`src/verilog/pwr_defs.svh`:
```
/*
 constants for the privilege/window register model.
 assumes inclusion by bare name from design files.
*/
`ifndef PWR_DEFS_SVH
`define PWR_DEFS_SVH
`define PWR_XLEN          32
`define PWR_NWIN          6
`define PWR_NGLOB         8
`define PWR_WIN_REGS      24
`define PWR_NPHYS         104
`define PWR_CWP_W         3
`define PWR_ASI_W         4
`define PWR_ADR_W         26
`define PWR_NCS           6
`define PWR_NWAIT         3
`define PWR_RSTADDR       5
`define PWR_ASI_UINSTR    4'h8
`define PWR_ASI_SINSTR    4'h9
`define PWR_ASI_UDATA     4'hA
`define PWR_ASI_SDATA     4'hB
`define PWR_CS0_MASK      26'h3F00000
`define PWR_SSCR_SAMEPG   0
`define PWR_SSCR_CS       1
`define PWR_SSCR_WAIT     2
`define PWR_SSCR_TIMER    3
`define PWR_TRAP_TBL_BASE 32'h00000000
`define PWR_TRAP_SINGLE   32'h00000000
`endif

```
`src/verilog/pwr_pkg.sv`:
```
/*
 types for the privilege/window register model.
 assumes pwr_defs.svh is compiled alongside.
*/
package pwr_pkg;
   typedef enum logic [2:0] {
      PWR_OP_NONE,
      PWR_OP_SAVE,
      PWR_OP_RESTORE,
      PWR_OP_TRAP,
      PWR_OP_TRAP_RETURN_INSTR
   } pwr_op_t;
   typedef enum logic [1:0] {
      PWR_WIDTH_BYTE,
      PWR_WIDTH_HALF,
      PWR_WIDTH_WORD,
      PWR_WIDTH_DBL
   } pwr_width_t;
   typedef enum {
      PWR_BUS_IDLE,
      PWR_BUS_WAIT
   } pwr_bus_st_t;
endpackage

```
`src/verilog/pwr_cs_if.sv`:
```
/*
 interface carrying one access address to the chip-select comparators.
 assumes one driver (core) and any number of comparators.
*/
`timescale 1ns/100ps
interface pwr_cs_if;
   logic [25:0] addr;
   logic [3:0]  space;
   logic        valid;
   modport src (output addr, output space, output valid);
   modport dst (input addr, input space, input valid);
endinterface

```
`src/verilog/pwr_core.sv`:
```
/*
 privilege modes, windowed register file, access checking, chip selects,
 wait states, same-page detection and timer of a 32-bit integer core.
 assumes instruction decode presents one operation per cycle on plain ports;
 all inputs come from logic on ref_clk.
*/
// Notes on behaviour
// [RL1] privileged op in user mode traps instead
// [RL2] supervisor mode after reset
// [RL3] user to supervisor only on reset/interrupt/trap
// [RL4] access carries 4-bit space, 26-bit word address
// [RL5] user spaces open always, others supervisor only
// [RL6] only loads/stores access bus, four widths
// [RL7] every register 32 bits wide
// [RL8] 104 registers: 8 globals, 6x16 windows
// [RL9] locals private, outs/ins shared with neighbours
// [RL10] 32 registers visible through window pointer
// [RL11] save decrements, restore increments, no data moved
// [RL12] trap or interrupt decrements window pointer
// [RL13] save or restore landing on masked window raises trap
// [RL14] user sees only general and multiply registers
// [RL15] system registers only via privileged alternate access
// [RL16] single-vector mode sends traps to one address
// [RL17] same-page compares masked space and address bits
// [RL18] chip select n on masked range match
// [RL19] chip select 0 on lowest supervisor instruction range
// [RL20] internal ready after per-range wait count
// [RL21] timer reloads from preload on overflow
// [RL22] control register enables each support function
// [RL23] privilege flag 1 supervisor, 0 user
// [RL24] trap return restores previous privilege flag
// [RL25] window pointer wraps modulo six
`timescale 1ns/100ps
`include "pwr_defs.svh"
module pwr_core
   import pwr_pkg::*;
#(
   parameter int NWIN  = `PWR_NWIN,
   parameter int XLEN  = `PWR_XLEN,
   parameter int ADR_W = `PWR_ADR_W
) (
   input  wire logic                  ref_clk,
   input  wire logic                  reset_n,
   input  wire pwr_op_t               op,
   input  wire logic                  op_priv,
   input  wire logic                  irq,
   input  wire logic                  wr_psr_user,
   input  wire logic [2:0]            wr_cwp,
   input  wire logic                  wr_cwp_en,
   input  wire logic [NWIN-1:0]       wim_wdata,
   input  wire logic                  wim_we,
   input  wire logic                  single_vec_wdata,
   input  wire logic                  single_vec_we,
   input  wire logic                  rf_we,
   input  wire logic [4:0]            rf_waddr,
   input  wire logic [XLEN-1:0]       rf_wdata,
   input  wire logic [4:0]            rf_raddr,
   input  wire logic                  y_we,
   input  wire logic [XLEN-1:0]       y_wdata,
   input  wire logic                  acc_req,
   input  wire logic                  acc_is_mem,
   input  wire logic                  acc_write,
   input  wire pwr_width_t            acc_width,
   input  wire logic [3:0]            acc_space,
   input  wire logic [ADR_W-1:0]      acc_addr,
   input  wire logic [3:0]            sscr_wdata,
   input  wire logic                  sscr_we,
   input  wire logic [ADR_W+3:0]      samepg_mask,
   input  wire logic [5*ADR_W-1:0]    range_vals,
   input  wire logic [6*ADR_W-1:0]    range_masks,
   input  wire logic [3*4-1:0]        wait_counts,
   input  wire logic [XLEN-1:0]       timer_preload,
   output      logic                  supervisor,
   output      logic [2:0]            current_window_pointer,
   output      logic [NWIN-1:0]       window_invalid_mask,
   output      logic                  trap_taken,
   output      logic [XLEN-1:0]       trap_target,
   output      logic [XLEN-1:0]       rf_rdata,
   output      logic [XLEN-1:0]       y_reg,
   output      logic                  bus_start,
   output      logic                  bus_write,
   output      logic [1:0]            bus_width,
   output      logic [3:0]            bus_space,
   output      logic [ADR_W-1:0]      bus_addr,
   output      logic                  bus_ready,
   output      logic [5:0]            chip_sel_n,
   output      logic                  same_page_n,
   output      logic [XLEN-1:0]       timer_count,
   output      logic                  timer_ovf
);
   // state
   logic              s_r, s_nxt, ps_r, ps_nxt;
   logic [2:0]        cwp_r, cwp_nxt;
   logic [NWIN-1:0]   wim_r, wim_nxt;
   logic              sv_r, sv_nxt;
   logic [3:0]        sscr_r, sscr_nxt;
   logic              trap_r, trap_nxt;
   logic [XLEN-1:0]   tgt_r, tgt_nxt;
   logic [XLEN-1:0]   y_r, y_nxt;
   logic [XLEN-1:0]   rdata_r, rdata_nxt;
   logic [XLEN-1:0]   rf_r [`PWR_NPHYS]; // RL7 RL8
   logic [6:0]        rf_widx;
   logic [6:0]        rf_ridx;
   logic              start_r, start_nxt, bwr_r, bwr_nxt;
   logic [1:0]        bw_r, bw_nxt;
   logic [3:0]        bsp_r, bsp_nxt;
   logic [ADR_W-1:0]  badr_r, badr_nxt;
   logic              rdy_r, rdy_nxt;
   logic [5:0]        cs_r, cs_nxt;
   logic              sp_r, sp_nxt;
   logic [ADR_W+3:0]  prev_r, prev_nxt;
   pwr_bus_st_t       bst_r, bst_nxt;
   logic [3:0]        wcnt_r, wcnt_nxt;
   logic [5:1]        cs_hit;
   logic [2:0]        cwp_dec, cwp_inc;
   logic              acc_ok;

   // window wrap, kept modulo the window count
   assign cwp_dec = (cwp_r == 3'd0) ? 3'(NWIN - 1) : cwp_r - 3'd1; // RL25
   assign cwp_inc = (cwp_r == 3'(NWIN - 1)) ? 3'd0 : cwp_r + 3'd1; // RL25

   // user space pair open to both modes
   assign acc_ok = s_r || acc_space == `PWR_ASI_UINSTR || acc_space == `PWR_ASI_UDATA; // RL5

   // physical index: globals at 0..7, window w keeps locals then ins at 8+16w;
   // its outs are the ins of window w-1, so a save hands them over unmoved
   function automatic logic [6:0] phys_idx(input logic [4:0] a, input logic [2:0] w);
      logic [7:0] off;
      off = 8'd8 + 8'(w) * 8'd16 + 8'(a) - 8'd16;
      if (off < 8'd8) off = off + 8'(16 * NWIN);
      phys_idx = (a < 5'd8) ? 7'(a) : 7'(off); // RL9 RL10
   endfunction
   assign rf_widx = phys_idx(rf_waddr, cwp_r);
   assign rf_ridx = phys_idx(rf_raddr, cwp_r);

   pwr_cs_if cs_bus ();
   genvar gi;
   generate
      for (gi = 1; gi <= 5; gi++) begin : g_cs
         pwr_cs_cmp #(.ADR_W(ADR_W)) u_cmp (
            .acc        (cs_bus),
            .range_val  (range_vals[(gi-1)*ADR_W +: ADR_W]),
            .range_mask (range_masks[gi*ADR_W +: ADR_W]),
            .hit        (cs_hit[gi])
         );
      end
   endgenerate
   assign cs_bus.addr  = acc_addr;
   assign cs_bus.space = acc_space;
   assign cs_bus.valid = acc_req && acc_is_mem && acc_ok;

   pwr_timer #(.W(XLEN)) u_timer (
      .ref_clk (ref_clk),
      .reset_n (reset_n),
      .enable  (sscr_r[`PWR_SSCR_TIMER]), // RL22
      .preload (timer_preload),
      .count   (timer_count),
      .ovf     (timer_ovf)
   );

   // control: mode, window pointer, traps
   always_comb begin
      logic do_trap;
      do_trap  = 1'b0;
      s_nxt    = s_r;
      ps_nxt   = ps_r;
      cwp_nxt  = cwp_r;
      wim_nxt  = wim_r;
      sv_nxt   = sv_r;
      sscr_nxt = sscr_r;
      y_nxt    = y_r;
      tgt_nxt  = tgt_r;
      // privileged writes only honoured in supervisor mode
      if (s_r) begin
         if (wim_we)        wim_nxt  = wim_wdata;
         if (single_vec_we) sv_nxt   = single_vec_wdata;
         if (sscr_we)       sscr_nxt = sscr_wdata; // RL15
         if (wr_cwp_en)     cwp_nxt  = (wr_cwp < 3'(NWIN)) ? wr_cwp : cwp_r;
         if (wr_psr_user)   s_nxt    = 1'b0; // RL3 RL23
      end
      if (y_we) y_nxt = y_wdata; // RL14
      if ((op_priv || wim_we || single_vec_we || sscr_we || wr_cwp_en || wr_psr_user) && !s_r)
         do_trap = 1'b1; // RL1 RL14
      if (acc_req && !acc_ok) do_trap = 1'b1;
      case (op)
         PWR_OP_SAVE: begin
            if (wim_r[cwp_dec]) do_trap = 1'b1; // RL13
            else cwp_nxt = cwp_dec; // RL11
         end
         PWR_OP_RESTORE: begin
            if (wim_r[cwp_inc]) do_trap = 1'b1; // RL13
            else cwp_nxt = cwp_inc; // RL11
         end
         PWR_OP_TRAP: do_trap = 1'b1;
         PWR_OP_TRAP_RETURN_INSTR: begin
            if (!s_r) do_trap = 1'b1;
            else begin
               s_nxt   = ps_r; // RL24
               cwp_nxt = cwp_inc;
            end
         end
         default: ;
      endcase
      if (irq) do_trap = 1'b1;
      if (do_trap) begin
         // new window even if masked; handler copes with overflow
         ps_nxt  = s_r;
         s_nxt   = 1'b1; // RL3
         cwp_nxt = cwp_dec; // RL12
         tgt_nxt = sv_r ? `PWR_TRAP_SINGLE : `PWR_TRAP_TBL_BASE; // RL16
      end
      trap_nxt = do_trap;
   end

   // register file and read port; window move never copies data
   always_comb begin
      rdata_nxt = rf_r[rf_ridx]; // RL10
   end
   always_ff @(posedge ref_clk) begin
      if (rf_we && rf_waddr != 5'd0) rf_r[rf_widx] <= rf_wdata; // RL11
   end

   // bus side: access, chip selects, wait states, same page
   always_comb begin
      logic [3:0] wsel;
      wsel      = 4'd0;
      start_nxt = 1'b0;
      bwr_nxt   = bwr_r;
      bw_nxt    = bw_r;
      bsp_nxt   = bsp_r;
      badr_nxt  = badr_r;
      rdy_nxt   = 1'b0;
      cs_nxt    = cs_r;
      sp_nxt    = sp_r;
      prev_nxt  = prev_r;
      bst_nxt   = bst_r;
      wcnt_nxt  = wcnt_r;
      case (bst_r)
         PWR_BUS_IDLE: begin
            cs_nxt = 6'h3F;
            if (acc_req && acc_is_mem && acc_ok) begin // RL6
               start_nxt = 1'b1;
               bwr_nxt   = acc_write;
               bw_nxt    = acc_width; // RL6
               bsp_nxt   = acc_space; // RL4
               badr_nxt  = acc_addr; // RL4
               if (sscr_r[`PWR_SSCR_CS]) begin // RL22
                  cs_nxt[0] = !(acc_space == `PWR_ASI_SINSTR &&
                                (acc_addr & `PWR_CS0_MASK) == 26'h0000000); // RL19
                  cs_nxt[5:1] = ~cs_hit; // RL18
               end
               if (sscr_r[`PWR_SSCR_SAMEPG]) // RL22
                  sp_nxt = !((({acc_space, acc_addr} ^ prev_r) & samepg_mask) == '0); // RL17
               else
                  sp_nxt = 1'b1;
               prev_nxt = {acc_space, acc_addr};
               if (cs_hit[1] || cs_hit[2] || cs_hit[3]) begin
                  if (cs_hit[1]) wsel = wait_counts[3:0];
                  else if (cs_hit[2]) wsel = wait_counts[7:4];
                  else wsel = wait_counts[11:8];
               end
               if (sscr_r[`PWR_SSCR_WAIT] && wsel != 4'd0) begin // RL22
                  wcnt_nxt = wsel;
                  bst_nxt  = PWR_BUS_WAIT;
               end else if (sscr_r[`PWR_SSCR_WAIT]) begin
                  rdy_nxt = 1'b1; // RL20
               end
            end
         end
         PWR_BUS_WAIT: begin
            wcnt_nxt = wcnt_r - 4'd1;
            if (wcnt_r == 4'd1) begin
               rdy_nxt = 1'b1; // RL20
               bst_nxt = PWR_BUS_IDLE;
            end
         end
         default: bst_nxt = PWR_BUS_IDLE;
      endcase
   end

   always_ff @(posedge ref_clk) begin
      if (!reset_n) begin
         s_r     <= 1'b1; // RL2
         ps_r    <= 1'b1;
         cwp_r   <= 3'd0;
         wim_r   <= '0;
         sv_r    <= 1'b0;
         sscr_r  <= 4'h0;
         trap_r  <= 1'b0;
         tgt_r   <= '0;
         y_r     <= '0;
         rdata_r <= '0;
         start_r <= 1'b0;
         bwr_r   <= 1'b0;
         bw_r    <= 2'h0;
         bsp_r   <= 4'h0;
         badr_r  <= '0;
         rdy_r   <= 1'b0;
         cs_r    <= 6'h3F;
         sp_r    <= 1'b1;
         prev_r  <= '0;
         bst_r   <= PWR_BUS_IDLE;
         wcnt_r  <= 4'h0;
      end else begin
         s_r     <= s_nxt;
         ps_r    <= ps_nxt;
         cwp_r   <= cwp_nxt;
         wim_r   <= wim_nxt;
         sv_r    <= sv_nxt;
         sscr_r  <= sscr_nxt;
         trap_r  <= trap_nxt;
         tgt_r   <= tgt_nxt;
         y_r     <= y_nxt;
         rdata_r <= rdata_nxt;
         start_r <= start_nxt;
         bwr_r   <= bwr_nxt;
         bw_r    <= bw_nxt;
         bsp_r   <= bsp_nxt;
         badr_r  <= badr_nxt;
         rdy_r   <= rdy_nxt;
         cs_r    <= cs_nxt;
         sp_r    <= sp_nxt;
         prev_r  <= prev_nxt;
         bst_r   <= bst_nxt;
         wcnt_r  <= wcnt_nxt;
      end
   end

   assign supervisor             = s_r;
   assign current_window_pointer = cwp_r;
   assign window_invalid_mask    = wim_r;
   assign trap_taken             = trap_r;
   assign trap_target            = tgt_r;
   assign rf_rdata               = rdata_r;
   assign y_reg                  = y_r;
   assign bus_start              = start_r;
   assign bus_write              = bwr_r;
   assign bus_width              = bw_r;
   assign bus_space              = bsp_r;
   assign bus_addr               = badr_r;
   assign bus_ready              = rdy_r;
   assign chip_sel_n             = cs_r;
   assign same_page_n            = sp_r;
endmodule

```
`src/verilog/pwr_cs_cmp.sv`:
```
/*
 one masked address range comparator feeding a chip select.
 assumes range and mask come from registers on the same clock.
*/
`timescale 1ns/100ps
module pwr_cs_cmp
   import pwr_pkg::*;
#(
   parameter int ADR_W = 26
) (
   pwr_cs_if.dst           acc,
   input  wire logic [ADR_W-1:0] range_val,
   input  wire logic [ADR_W-1:0] range_mask,
   output      logic             hit
);
   // mask bit set means don't care
   assign hit = acc.valid && (((acc.addr ^ range_val) & ~range_mask) == '0); // RL18
endmodule

```
`src/verilog/pwr_timer.sv`:
```
/*
 reloading up-counter timer.
 assumes enable and preload registered on ref_clk.
*/
`timescale 1ns/100ps
`include "pwr_defs.svh"
module pwr_timer
   import pwr_pkg::*;
#(
   parameter int W = 32
) (
   input  wire logic         ref_clk,
   input  wire logic         reset_n,
   input  wire logic         enable,
   input  wire logic [W-1:0] preload,
   output      logic [W-1:0] count,
   output      logic         ovf
);
   logic [W-1:0] count_r;
   logic [W-1:0] count_nxt;
   logic         ovf_r;
   logic         ovf_nxt;
   always_comb begin
      count_nxt = count_r;
      ovf_nxt   = 1'b0;
      if (enable) begin
         if (count_r == '1) begin
            count_nxt = preload; // RL21
            ovf_nxt   = 1'b1;
         end else begin
            count_nxt = count_r + 1'b1;
         end
      end
   end
   always_ff @(posedge ref_clk) begin
      if (!reset_n) begin
         count_r <= '0;
         ovf_r   <= 1'b0;
      end else begin
         count_r <= count_nxt;
         ovf_r   <= ovf_nxt;
      end
   end
   assign count = count_r;
   assign ovf   = ovf_r;
endmodule

```
`config.mk`:
```
export PLATFORM = sky130hd
export DESIGN_NAME = pwr_core
export DESIGN_NICKNAME = d
export VERILOG_FILES = /design/src/verilog/pwr_pkg.sv /design/src/verilog/pwr_cs_if.sv /design/src/verilog/pwr_core.sv /design/src/verilog/pwr_cs_cmp.sv /design/src/verilog/pwr_timer.sv
export VERILOG_INCLUDE_DIRS = /design/src /design/src/verilog
export SDC_FILE = /design/constraint.sdc
export NUM_CORES = 2
export LEC_CHECK = 0
export BUFFER_PORTS_ARGS = -buffer_cell sky130_fd_sc_hd__buf_2
export CAP_MARGIN = 20
export CORE_MARGIN = 2
export CORE_UTILIZATION = 50
export DETAILED_ROUTE_END_ITERATION = 10
export PLACE_DENSITY = 0.8
export SYNTH_ARGS = -nofsm -noshare
export SYNTH_HDL_FRONTEND = slang
export SYNTH_HIERARCHICAL = 1
export SYNTH_SLANG_ARGS = --single-unit
```
`constraint.sdc`:
```
create_clock -name ref_clk -period 4.2 [get_ports ref_clk]
set_clock_uncertainty 0.1 [all_clocks]
set_input_delay 0.63 -clock ref_clk [delete_from_list [all_inputs] [get_ports ref_clk]]
set_output_delay 0.63 -clock ref_clk [all_outputs]
set_load 0.02 [all_outputs]
```
-- After elaboration in Yosys (flattened, before gate mapping)
Memories as Yosys holds them, arrays and structs flattened. A register that Yosys moved wholly into a read port is not among the register bits.
Index checks and enable logic that the tools add are counted.
- bits in writable memories: 3328
- register bits after elaboration: 189
- input bits: 497
- word-level logic and storage cells: 172
- memories: 1
- memory list (name ; depth ; width ; rd ports ; clocked after Yosys merged registers in ; write ports ; line ; text):
    rf_r ; 104 ; 32 ; 1 ; 1 ; 1 ; pwr_core.sv:101 ; logic [XLEN-1:0] rf_r [`PWR_NPHYS];
- add/sub/neg operators: 11
- bitwise logic cells: 19
- reductions and logical operators: 46
- muxes and demuxes: 54
- $lt $le $gt $ge: 7
- equal/unequal tests: 14
- operators with widths (operator ; number):
    26-bit zero test ; 6
    26-bit AND ; 5
    26-bit NOT ; 5
    26-bit XOR ; 5
    32-bit two-way mux ; 4
    32-bit one-hot mux with 2 select lines ; 1
    32-bit by 1-bit adder with 32-bit output (second input constant) ; 1
    32-bit by 1-bit equality test with 1-bit output (second input constant) ; 1
    32-bit equality test (second input constant) ; 1
    32-bit zero test ; 1
    30-bit AND ; 1
    30-bit zero test ; 1
    30-bit XOR ; 1
    4-bit two-way mux ; 7
    7-bit two-way mux ; 4
    3-bit two-way mux ; 9
    1-bit two-way mux ; 21
    8-bit by 5-bit adder with 8-bit output ; 2
    8-bit by 4-bit < comparator with 1-bit output (second input constant) ; 2
    8-bit by 5-bit subtractor with 8-bit output (second input constant) ; 2
    7-bit adder (second input constant) ; 2
    4-bit equality test (second input constant) ; 3
    1-bit logical AND ; 12
    6-bit two-way mux ; 2
    29 further kinds ; 52

-- Longest topological paths before layout
- word-level depth: 15
- mapped depth: 15
- mapped depth without buffers: 12

-- Modules after synthesis
The synthesis kept the hierarchy.
- by module, submodules not included (module ; area each (um^2) ; sequential area each (um^2) ; times used ; cells an instance):
    pwr_core ; 132933.7 ; 102478.3 ; 1 ; 6033
    pwr_timer ; 1928.1 ; 660.6 ; 1 ; 244
    pwr_cs_cmp ; 357.8 ; 0.0 ; 5 ; 48

-- Worst setup path after synthesis
Ideal clock, no wire load.
- kind: flip-flop to flip-flop
- from: register cwp_r[0] (netlist: current_window_pointer[0])
- to: memory rf_r[0][0] in the netlist's numbering (enable)
- clock period less this slack: 4.419 ns
- arrival: 3.898 ns
- cell stages (with the launch flop): 13
- path slack: -0.219 ns
- library setup time: 0.421 ns
- data required time: 3.679 ns
- cell sequence: dfxtp_1 -> clkbuf_1 -> inv_1 -> ha_1 -> inv_1 -> ha_1 -> inv_1 -> fa_1 -> inv_1 -> nor2_1 -> o211ai_1 -> o21a_1 -> nor2_1
- cells in the longest elaborated chain, start to end: 6
- RTL lines (what ; line ; text):
    from (decl) ; pwr_core.sv:93 ; logic [2:0] cwp_r, cwp_nxt;
    from (signal assigned) ; pwr_core.sv:307 ; cwp_r <= cwp_nxt;
    4-bit by 7-bit adder with 8-bit output * ; pwr_core.sv:129 ; off = 8'd8 + 8'(w) * 8'd16 + 8'(a) - 8'd16;
    8-bit by 5-bit adder with 8-bit output * ; pwr_core.sv:129 ;
    8-bit by 5-bit subtractor with 8-bit output * ; pwr_core.sv:129 ;
    7-bit adder / 8-bit by 4-bit < comparator with 1-bit output (equally long branches) ; pwr_core.sv:130 ; if (off < 8'd8) off = off + 8'(16 * NWIN);
    7-bit two-way mux * ; pwr_core.sv:130 ;
    7-bit two-way mux * ; pwr_core.sv:131 ; phys_idx = (a < 5'd8) ? 7'(a) : 7'(off);
    to (decl) ; pwr_core.sv:101 ;
Every way passes the cells marked *; elsewhere a longest branch is shown, timed or not.

-- Worst setup path in the final report
- from: register cwp_r[0] (netlist: current_window_pointer[0])
- to: register rdata_r[0] (netlist: rf_rdata[0]) (read register of rf_r)
- cells in the longest elaborated chain, start to end: 6
- RTL lines (what ; line ; text):
    4-bit by 7-bit adder with 8-bit output * ; pwr_core.sv:129 ;
    8-bit by 5-bit adder with 8-bit output * ; pwr_core.sv:129 ;
    8-bit by 5-bit subtractor with 8-bit output * ; pwr_core.sv:129 ;
    7-bit adder / 8-bit by 4-bit < comparator with 1-bit output (equally long branches) ; pwr_core.sv:130 ;
    7-bit two-way mux * ; pwr_core.sv:130 ;
    7-bit two-way mux * ; pwr_core.sv:131 ;
    to (decl) ; pwr_core.sv:100 ; logic [XLEN-1:0] rdata_r, rdata_nxt;
Marked as above.
A chain may end at the register's enable or synchronous reset.

==> flow_summary_export.csv <==
group,metric,value,unit
flow_run,max_cap_viol_count,0,
synthesis,netlist_area,137000,sq um
synthesis,synth.area.mux_share,15.5,%
final_layout,largest_register,"rf_r",
clock_tree,clkSinkCount,3488,
synthesis,synth_edf_count,3328,
route,drt_iter0_drc,13863,
synthesis,yosys.area_share.adder,0.121,%
critical_path,reg2reg_depth,12,
hold_path,hold_depth,1,
sta,finalHoldViolCount,0,
synthesis,yosys_warnings,6,
sta,layout_min_cycle_time,4.21,ns
hold_path,hold-path-endpoint,"rf_r[20][18]",
critical_path,cp_top_family,"compound AO/OA/AOI/OAI gates",
outcome,violations,"setup timing",
critical_path,r2r-start,"current_window_pointer[0]",
clock_tree,numCtsBuffers,349,
outcome,status,"finished with violations",
critical_path,r2r_setup_slack,-0.01,ns
sta,setup_slack,-0.0115,ns
route,drc,0,
critical_path,path_class,"reg2reg",
synthesis,synth_compound_area_share,3.49,%
synthesis,synth-seq-cells,3488,
sta,fmax,0.237,GHz
synthesis,synth.distinct_cells,100,
power_and_ir_drop,p_per_area,485,nW/um^2
synthesis,synthCells,6517,
placement,gp_congestion,0.995,
sta,maxSlewViolCount,0,
global_routing,grt_pass1_wl,638000,um
synthesis,synthXorXnorAreaFrac,1.12,%
final_layout,drive_gt1_share,33.3,%
clock_tree,path_clk_slew,0.06,ns
critical_path,critical_path_buf_inv_count,3,
route,routedWlPerCell,40.5,um
sta,worstMarginPinSlew,1.27,ns
global_routing,grt_pass1_vias,78274,
clock_tree,htreeDepth,5,
placement,preCtsSetupSlack,-0.255,ns
critical_path,crit_fanout,10,
global_routing,track_usage,33.3,%
sta,finalSetupViolations,2,
clock_tree,cts_root_buf,"clkbuf_16",
final_layout,largest_reg_flops,3328,
floorplan,die_w,527,um
floorplan,pin_count,679,
route,drt_pre_antenna_iters,8,
floorplan,design.core.area,271000,sq um
sta,relSlewSlack,15.3,%
route,vias_per_cell,6.86,
final_layout,nNetsFinal,8218,
synthesis,synth_area_per_cell,21.0,sq um
final_layout,n_fill_cell,18173,
power_and_ir_drop,leakage,0.0522,uW
final_layout,stdcell_count,11598,
clock_tree,cts_max_path_buffers,4,
critical_path,crit_required,4.87,ns
synthesis,synth_top_family_by_area,"multiplexers",
floorplan,die-height,527,um
sta,finalCritPeriodShare,100,%
critical_path,worst_ep_arrival_time,4.88,ns
critical_path,worstSetupStartpointType,"flop",
synthesis,synth_simple_gate_area_share,2.46,%
floorplan,rows,191,
clock_tree,clk_latency,0.93,ns
synthesis,synthArstFlopShare,0,%
critical_path,endpoint_kind,"flop",
sta,finalSetupTns,-0.0152,ns
floorplan,start_util,50.4,%
route,vias,79516,
critical_path,slowest_stage,"a311oi_1",
critical_path,r2r_end,"rf_rdata[0]",
power_and_ir_drop,ir_drop,0.334,mV
sta,rsz0062_at_grt,"true",
placement,dp.cells,10838,
placement,hpwlAfterDp,284000,um
global_routing,grt_max_degree,105,
clock_tree,cts_tree,"yes",
critical_path,cp_cell_sequence,"inv_1 > ha_1 > inv_1 > ha_1 > fa_1 > xor2_4 > a2111oi_4 > or3_4 > a311oi_1 > a211oi_1 > buf_4 > a2111oi_2",
critical_path,cpPeakStageDelay,0.76,ns
placement,io_buffer_count,619,
route,detail-route-antenna-nets,0,
global_routing,antenna_found_initial,90,
synthesis,seq_area_frac_synth,75.5,%
synthesis,synthFlopType,"edfxtp_1",
global_routing,overflow,0,
final_layout,area_growth,17.8,%
critical_path,cp.depth,12,
hold_path,hp-start,"rf_wdata[18]",
floorplan,die_area,278000,sq um
route,wl,470000,um
hold_path,hold_path_class,"in2reg",
per-layer routing:
metal,global-route usage [%],part of all wire [%],vias up
li1,-,-,29755
met1,39.8,31,40649
met2,53.0,47,7565
met3,10.8,14,1487
met4,19.8,7.5,60
met5,0,0.088,-
worst max-delay path by stage:
stage | start | slack [ns] | end
final | current_window_pointer[0] | -0.01 | rf_rdata[0]
after global routing | current_window_pointer[0] | -0.08 | rf_rdata[8]
after CTS | current_window_pointer[0] | 0.07 | rf_rdata[2]
after detailed placement | rf_raddr[4] | -0.26 | rf_rdata[29]
after global placement | rf_raddr[4] | -0.84 | rf_rdata[29]
after floorplan | current_window_pointer[0] | -0.22 | rf_r[0][0]
layout by cell type (no fill, tap or decap), drive strengths merged, types with 24 or more instances in the layout:
cell type,n
dfxtp,160
a22oi,144
mux2i,168
dlygate4sd3,76
nor4,40
xnor2,137
edfxtp,3328
xor2,35
bufinv,35
clkinv,137
diode,48
a211oi,46
o22ai,139
nor3,58
conb,32
inv,40
nand3,59
mux4,862
nand2,195
nand4,24
a21oi,134
nor2,247
buf,1116
clkbuf,427
o21ai,44
cells by family after synthesis:
logic type	after synthesis
AND/OR/NAND/NOR	714
buffers and inverters	410
XOR/XNOR	172
adder cells (fa/ha/maj)	12
AO/OA/AOI/OAI	679
flip-flops	3488
other	1
multiplexers	1041
what timing repair did:
action,in CTS,in global routing
setup buffers,0,7
endpoints found under the setup margin,0,8
resized for setup,0,9
hold endpoints to repair,75,16
hold buffers,75,1
power breakdown:
part	switching [uW]	leakage, uW	internal, uW	total (uW)
clock	13500	0.00548	17800	31300
combinational	5260	0.0155	2570	7820
sequential	455	0.0312	38400	38900
total	19200	0.0522	58800	78000
layout make-up:
| class | instances | area [sq um] | share of cell area [%] |
|---|---|---|---|
| sequential | 3488 | 103000 | 64.1 |
| clock inverter | 195 | 2050 | 1.27 |
| antenna | 48 | 120 | 0.0746 |
| timing repair buffer | 1192 | 9810 | 6.09 |
| inverter | 28 | 113 | 0.0700 |
| multi-input combinational | 2650 | 32100 | 19.9 |
| clock buffer | 427 | 9180 | 5.70 |
| tap | 3570 | 4470 | 2.77 |
metrics by stage:
| step | utilization, % | power [uW] | hold WS, ns | cell area, sq um |
|---|---|---|---|---|
| 2_1_floorplan | - | 42800 | 0.336 | 137000 |
| 3_3_place_gp | 54.8 | 46700 | 0.350 | 149000 |
| 3_5_place_dp | 54.8 | 46900 | 0.358 | 149000 |
| 4_1_cts | 59.2 | 77700 | 0.00426 | 161000 |
| 5_1_grt | 59.3 | 79300 | 0.00471 | 161000 |
| 6_report | 59.4 | 78000 | 0.0133 | 161000 |
synth_stat cells (100+ instances only):
library cell     n  area, sq um
a21oi_1        134          671
a22oi_1        144         1080
buf_2          102          510
buf_4          100          751
clkbuf_1       114          428
dfxtp_1        160         3200
edfxtp_1      3328        99900
mux2i_1        168         1680
mux4_2         862        19400
nand2_1        195          732
nor2_1         247          927
o22ai_1        139          870
xnor2_1        137         1200
Note: power is estimated with default switching activity, not from simulation.
